===== src/hw/bss_pkg.sv =====
// package: constants and carriers for the bit set and skip executor
package bss_pkg;
  localparam int unsigned bss_word_w = 14;
  localparam int unsigned bss_addr_w = 7;
  localparam int unsigned bss_data_w = 8;
  localparam int unsigned bss_bit_w = 3;
  localparam int unsigned bss_op_hi = 13;
  localparam int unsigned bss_op_lo = 10;
  localparam int unsigned bss_bit_hi = 9;
  localparam int unsigned bss_bit_lo = 7;
  localparam int unsigned bss_addr_hi = 6;
  localparam int unsigned bss_addr_lo = 0;
  localparam logic [3:0] bss_op_test_clear = 4'h6;
  localparam logic [3:0] bss_op_force_high = 4'h5;
  localparam logic [7:0] bss_data_zero = 8'h00;
  localparam logic [6:0] bss_addr_zero = 7'h00;
  localparam logic [2:0] bss_bit_zero = 3'h0;
  localparam logic [13:0] bss_word_zero = 14'h0000;

  typedef enum logic [1:0]
  {
    bss_q1 = 2'b00,
    bss_q2 = 2'b01,
    bss_q3 = 2'b11,
    bss_q4 = 2'b10
  } bss_phase_t;

  typedef struct packed
  {
    logic [6:0] addr;
    logic [7:0] data;
    logic en;
  } bss_file_wr_t;

  typedef struct packed
  {
    logic [6:0] addr;
    logic en;
  } bss_file_rd_t;
endpackage


===== src/hw/bss_exec.sv =====
// bit test skip when clear and bit force high executor
`timescale 1ns/1ns
`default_nettype none
module bss_exec
(
  input wire logic clock_i,
  input wire logic reset_i,
  input wire logic [13:0] instr_i,
  input wire logic [7:0] rd_data_i,
  output bss_pkg::bss_file_rd_t file_rd_o,
  output bss_pkg::bss_file_wr_t file_wr_o,
  output logic [1:0] phase_o,
  output logic busy_o,
  output logic skip_cycle_o,
  output logic flags_we_o
);
  import bss_pkg::*;
  bss_phase_t phase;
  logic [13:0] ir;
  logic is_test;
  logic is_force;
  logic [7:0] data;
  logic skip;
  logic take_skip;
  logic [13:0] next_ir;
  logic next_is_test;
  logic next_is_force;
  logic [7:0] next_data;
  logic next_skip;
  logic next_take_skip;
  bss_file_rd_t rd;
  bss_file_rd_t next_rd;
  bss_file_wr_t wr;
  bss_file_wr_t next_wr;
  logic [2:0] bit_sel;
  logic [7:0] bit_mask;
  logic [7:0] forced_data;
  logic tested_bit;
  logic [3:0] word_op;
  logic [6:0] word_addr;
  logic word_is_test;
  logic word_is_force;

  bss_phase_gen u_phase
  (
    .clock_i(clock_i),
    .reset_i(reset_i),
    .phase_o(phase)
  );

  assign bit_sel = ir[bss_bit_hi:bss_bit_lo];
  assign word_op = instr_i[bss_op_hi:bss_op_lo];
  assign word_addr = instr_i[bss_addr_hi:bss_addr_lo];
  assign word_is_test = (word_op == bss_op_test_clear);
  assign word_is_force = (word_op == bss_op_force_high);

  // one select line per data bit
  genvar gi;
  generate
    for (gi = 0; gi < bss_data_w; gi++)
    begin : g_bit
      assign bit_mask[gi] = (bit_sel == 3'(gi));
    end
  endgenerate

  assign forced_data = data | bit_mask;
  assign tested_bit = |(data & bit_mask);

  // control group: word, decode flags, skip state
  always_comb
  begin
    next_ir = ir;
    next_is_test = is_test;
    next_is_force = is_force;
    next_skip = skip;
    next_take_skip = take_skip;
    unique case (phase)
      bss_q1:
      begin
        next_ir = instr_i;
        next_skip = take_skip;
        next_take_skip = 1'b0;
        // fetched word becomes a nop during a skip cycle
        next_is_test = !take_skip && word_is_test;
        next_is_force = !take_skip && word_is_force;
      end
      bss_q3:
      begin
        if (is_test)
          next_take_skip = !tested_bit;
      end
      bss_q2, bss_q4:
      begin
        next_ir = ir;
      end
    endcase
  end

  always_ff @(posedge clock_i or posedge reset_i)
  begin
    if (reset_i)
    begin
      ir <= bss_word_zero;
      is_test <= 1'b0;
      is_force <= 1'b0;
      skip <= 1'b0;
      take_skip <= 1'b0;
    end
    else
    begin
      ir <= next_ir;
      is_test <= next_is_test;
      is_force <= next_is_force;
      skip <= next_skip;
      take_skip <= next_take_skip;
    end
  end

  // data group: read capture and bit processing
  always_comb
  begin
    next_data = data;
    unique case (phase)
      bss_q2:
      begin
        next_data = rd_data_i;
      end
      bss_q3:
      begin
        if (is_force)
          next_data = forced_data;
      end
      bss_q1, bss_q4:
      begin
        next_data = data;
      end
    endcase
  end

  always_ff @(posedge clock_i or posedge reset_i)
  begin
    if (reset_i)
      data <= bss_data_zero;
    else
      data <= next_data;
  end

  // file port group: read strobe in q2, write strobe in next q1
  always_comb
  begin
    next_rd = '0;
    next_wr = '0;
    unique case (phase)
      bss_q1:
      begin
        next_rd.en = next_is_test || next_is_force;
        next_rd.addr = word_addr;
      end
      bss_q4:
      begin
        next_wr.en = is_force;
        next_wr.addr = ir[bss_addr_hi:bss_addr_lo];
        next_wr.data = data;
      end
      bss_q2, bss_q3:
      begin
        next_wr = '0;
      end
    endcase
  end

  always_ff @(posedge clock_i or posedge reset_i)
  begin
    if (reset_i)
    begin
      rd <= '0;
      wr <= '0;
    end
    else
    begin
      rd <= next_rd;
      wr <= next_wr;
    end
  end

  logic [1:0] phase_q;
  logic busy_q;
  logic flags_we_q;
  logic [1:0] next_phase_q;
  logic next_busy_q;
  logic next_flags_we_q;

  // status group: phase echo, busy and flag write strobe
  always_comb
  begin
    next_phase_q = phase;
    next_busy_q = is_test || is_force || skip;
    next_flags_we_q = 1'b0;
  end

  always_ff @(posedge clock_i or posedge reset_i)
  begin
    if (reset_i)
    begin
      phase_q <= bss_q1;
      busy_q <= 1'b0;
      flags_we_q <= 1'b0;
    end
    else
    begin
      phase_q <= next_phase_q;
      busy_q <= next_busy_q;
      flags_we_q <= next_flags_we_q;
    end
  end

  assign file_rd_o = rd;
  assign file_wr_o = wr;
  assign phase_o = phase_q;
  assign busy_o = busy_q;
  assign skip_cycle_o = skip;
  assign flags_we_o = flags_we_q;
endmodule
`default_nettype wire


===== src/hw/bss_phase_gen.sv =====
// phase sequencer: four clocks per instruction cycle
`timescale 1ns/1ns
`default_nettype none
module bss_phase_gen
(
  input wire logic clock_i,
  input wire logic reset_i,
  output bss_pkg::bss_phase_t phase_o
);
  import bss_pkg::*;
  bss_phase_t phase;
  bss_phase_t next_phase;

  always_comb
  begin
    unique case (phase)
      bss_q1: next_phase = bss_q2;
      bss_q2: next_phase = bss_q3;
      bss_q3: next_phase = bss_q4;
      bss_q4: next_phase = bss_q1;
    endcase
  end

  always_ff @(posedge clock_i or posedge reset_i)
  begin
    if (reset_i)
      phase <= bss_q1;
    else
      phase <= next_phase;
  end

  assign phase_o = phase;
endmodule
`default_nettype wire


===== config.mk =====
export PLATFORM = sky130hd
export DESIGN_NAME = bss_exec
export DESIGN_NICKNAME = d
export VERILOG_FILES = /design/src/hw/bss_pkg.sv /design/src/hw/bss_exec.sv /design/src/hw/bss_phase_gen.sv
export SDC_FILE = /design/constraint.sdc
export NUM_CORES = 1
export LEC_CHECK = 0
export ABC_AREA = 1
export BUFFER_PORTS_ARGS = -buffer_cell sky130_fd_sc_hd__buf_2
export CAP_MARGIN = 5
export CORE_AREA = 2 2 46 91
export CTS_CLUSTER_DIAMETER = 80
export DETAILED_ROUTE_END_ITERATION = 7
export DIE_AREA = 0 0 48 93
export PLACE_DENSITY = 0.81
export SETUP_SLACK_MARGIN = 0.3
export SYNTH_ARGS = -nofsm -noshare
export SYNTH_HDL_FRONTEND = slang
export SYNTH_HIERARCHICAL = 1
export SYNTH_SLANG_ARGS = --single-unit

===== constraint.sdc =====
create_clock -name clock_i -period 3.9 [get_ports clock_i]
set_input_delay 0.39 -clock clock_i [delete_from_list [all_inputs] [get_ports clock_i]]
set_output_delay 0.39 -clock clock_i [all_outputs]
set_load 0.02 [all_outputs]

==> results by group <==
Synth
  • Cells after Synth: 195
  • Cell taking the most area after synthesis: dfrtp_1
  • Syn_nets: 219
  • Synth async-reset ratio: 1.00
  • Ys flop type: dfrtp_1
  • Area contributors post-synth: dfrtp_1 63%, inv_1 5.7%, nor2_1 5.2%, o21ai_2 5.2%, nand2_1 3.7%
  • Post-synth top area share: 0.630
  • Sequential share of the synthesized area: 0.630
  • Warnings, synthesis: 6
  • Count of cell types in the netlist: 23
  • Mean Syn Cell Area: 10.4 sq um
  • Post-synth EDFFs: 0
  • Post-Synthesis Cell Area: 0.00203 sq mm
  • Yosys reg bits: 51

Timing
  • Final setup fails: 0
  • Fin crit period: 1440 ps
  • Period utilization: 0.369
  • RSZ-0062 raised after global routing: false
  • Slew at the pin closest to its max-slew limit: 956 ps
  • Final hold vios: 0
  • Worst slew margin: 0.362
  • Fmax achieved: 695 MHz
  • Final Skew: 8.63 ps
  • Setup TNS Final: 0 ps
  • Slew Viols, Final: 0

Pwr
  • Clk pwr share: 0.375
  • Switching Share: 0.226
  • Pint: 0.000761 W
  • Lkg Pwr: 1.33 nW
  • Reg power frac: 0.563
  • Power density over the cells: 411 mW/mm^2
  • Peak VDD IR: 0.292 mV
  • P_sw: 0.000222 W
  • Logic gate share of total power: 0.063

GRT
  • Vias in the first global route: 1394
  • First-pass GRT wire length: 5.88 mm
  • Largest net degree at the start of global routing: 50
  • Total gr overflow: 0
  • Initial antenna violation count: 0
  • Total Routing Usage GR: 0.188

Hold path
  • Hold crit path type: in2reg

Place
  • GP Congestion: 0.924
  • Detailed placement HPWL: 2.52 mm
  • I/O Buffers: 51

Floorplan
  • Row cnt: 32
  • Starting Density: 0.533
  • Core area: 0.00380 sq mm
  • DIE AREA: 0.00446 sq mm
  • Die Y: 93 um
  • Num ports: 53
  • Die W: 48 um

Clock tree
  • Post-CTS Hold Fix Bufs: 1
  • CTS Sinks: 51
  • CTS tree: yes
  • Resize count post-CTS: 0
  • Root buffer cell: clkbuf_8
  • Num CTS Buffers: 5
  • Clock latency on the worst-skew pair: 310 ps
  • H-tree levels: 2
  • Clock transition at path regs: 100 ps
  • Bufs on Longest Clock Path: 2
  • Post-CTS Repair Setup Buffers: 0

Cells and area
  • Fill cells: 317
  • Nets: 269
  • Syn-to-layout area delta: 17.9%
  • Final core occ: 0.628
  • Number of antenna diodes: 0
  • Most frequent cells in the layout: 51 x dfrtp_1, 51 x buf_2, 30 x inv_1
  • Layout cells sized above 1: 0.337

Drt
  • Via count: 1425
  • DRT Pass-1 Iters: 4
  • Wire per inst: 11.7 um
  • Post-DRT Antenna Nets: 0
  • DRC errors left: 0
  • Final wirelength: 3.49 mm
  • Iter 0 DRT Violations: 19
  • Vias per inst: 4.80

Critical path
  • Crit path cell chain: dlygate4sd3_1, buf_2, inv_2
  • Crit path largest cell delay: 690 ps
  • Slowest cell on crit path: inv_2
  • Worst EP arrival: 1740 ps
  • Crit-path max FO: 49
  • CP Data Required Time: 4200 ps
  • Crit path kind: in2async
  • CP startpoint kind: primary input
  • Critical Path Sink Type: asynchronous set/reset pin

Flow run
  • Max-Cap Viols: 0

Outcome
  • Status: completed
[layer usage]
metal	track usage	vias to the layer above	share of wire
li1	-	708	-
met1	0.202	656	0.38
met2	0.301	43	0.53
met3	0.0425	18	0.037
met4	0.131	0	0.051
met5	0	-	0
[metrics by stage]
step / power (W) / cell area, sq um / instances / hold WS [ps] / setup slack (ps)
after CTS: 0.000992 / 2390 / 297 / 276 / 2380
after floorplan: 0.000604 / 2030 / 195 / 131 / 2340
after detailed placement: 0.000625 / 2260 / 288 / 256 / 2580
after global placement: 0.000624 / 2260 / 288 / 261 / 2620
after global routing: 0.00102 / 2390 / 297 / 274 / 2240
final: 0.000982 / 2390 / 297 / 281 / 2460
[synth_stat cells (2+ instances only)]
master and number:
nand3_1 8, nor2_1 28, dfrtp_1 51, inv_2 3
buf_4 3, o21ai_2 12, inv_1 31, a31oi_1 7
o21ai_0 2, inv_4 3, buf_6 5, o211ai_1 2
nand2_2 2, nand4_1 10, nand2_1 20
[kinds of logic after synthesis]
group                  count (synthesis)  share of synthesized area
AND/OR/NAND/NOR                       72                      0.164
flip-flops                            51                      0.630
buffers and inverters                 47                      0.115
AO/OA/AOI/OAI                         24                     0.0895
other                                  1                    0.00185
[worst paths after layout]
kind | startpoint | to | slack (ps) | cells after the start
setup / recovery | reset_i | file_rd_o[5] | 2460 | 3
hold / removal | instr_i[9] | ir[9] | 280 | 3
setup reg to reg | u_phase/phase_o[0] | file_wr_o[12] | 2670 | 3
hold reg to reg | u_phase/phase_o[1] | phase_o[1] | 480 | 0
max in group clock_i | skip_cycle_o | skip_cycle_o | 2640 | 1
min in group asynchronous | reset_i | u_phase/phase_o[1] | 470 | 3
[worst max-delay path: cells and delay by family]
kind / cells / cell delay, ps
buffers and inverters: 3 / 1340
[final cells by class]
type | instances | area (sq um) | share of cell area
Sequential cell | 51 | 1280 | 0.534
Tap cell | 51 | 63.8 | 0.0267
Multi-Input combinational cell | 97 | 518 | 0.217
Inverter | 38 | 150 | 0.0628
Clock inverter | 3 | 47.5 | 0.0199
Timing Repair Buffer | 52 | 265 | 0.111
Clock buffer | 5 | 68.8 | 0.0288
[power by group through the flow]
stage	Clock [W]	Combinational, W	Sequential, W
final	0.000368	0.0000615	0.000553
after global routing	0.000396	0.0000702	0.000555
after CTS	0.000376	0.0000629	0.000553
after detailed placement	0	0.0000619	0.000563
after global placement	0	0.0000608	0.000563
after floorplan	0	0.0000394	0.000565
[flip-flops by register name, summed over array words and instances (netlist names)]
signal           flops
u_phase/phase_o      2
is_force             1
skip_cycle_o         1
ir                  10
take_skip            1
file_rd_o            8
busy_o               1
is_test              1
data                 8
file_wr_o           16
phase_o              2
(Power assumes the default switching activity.)
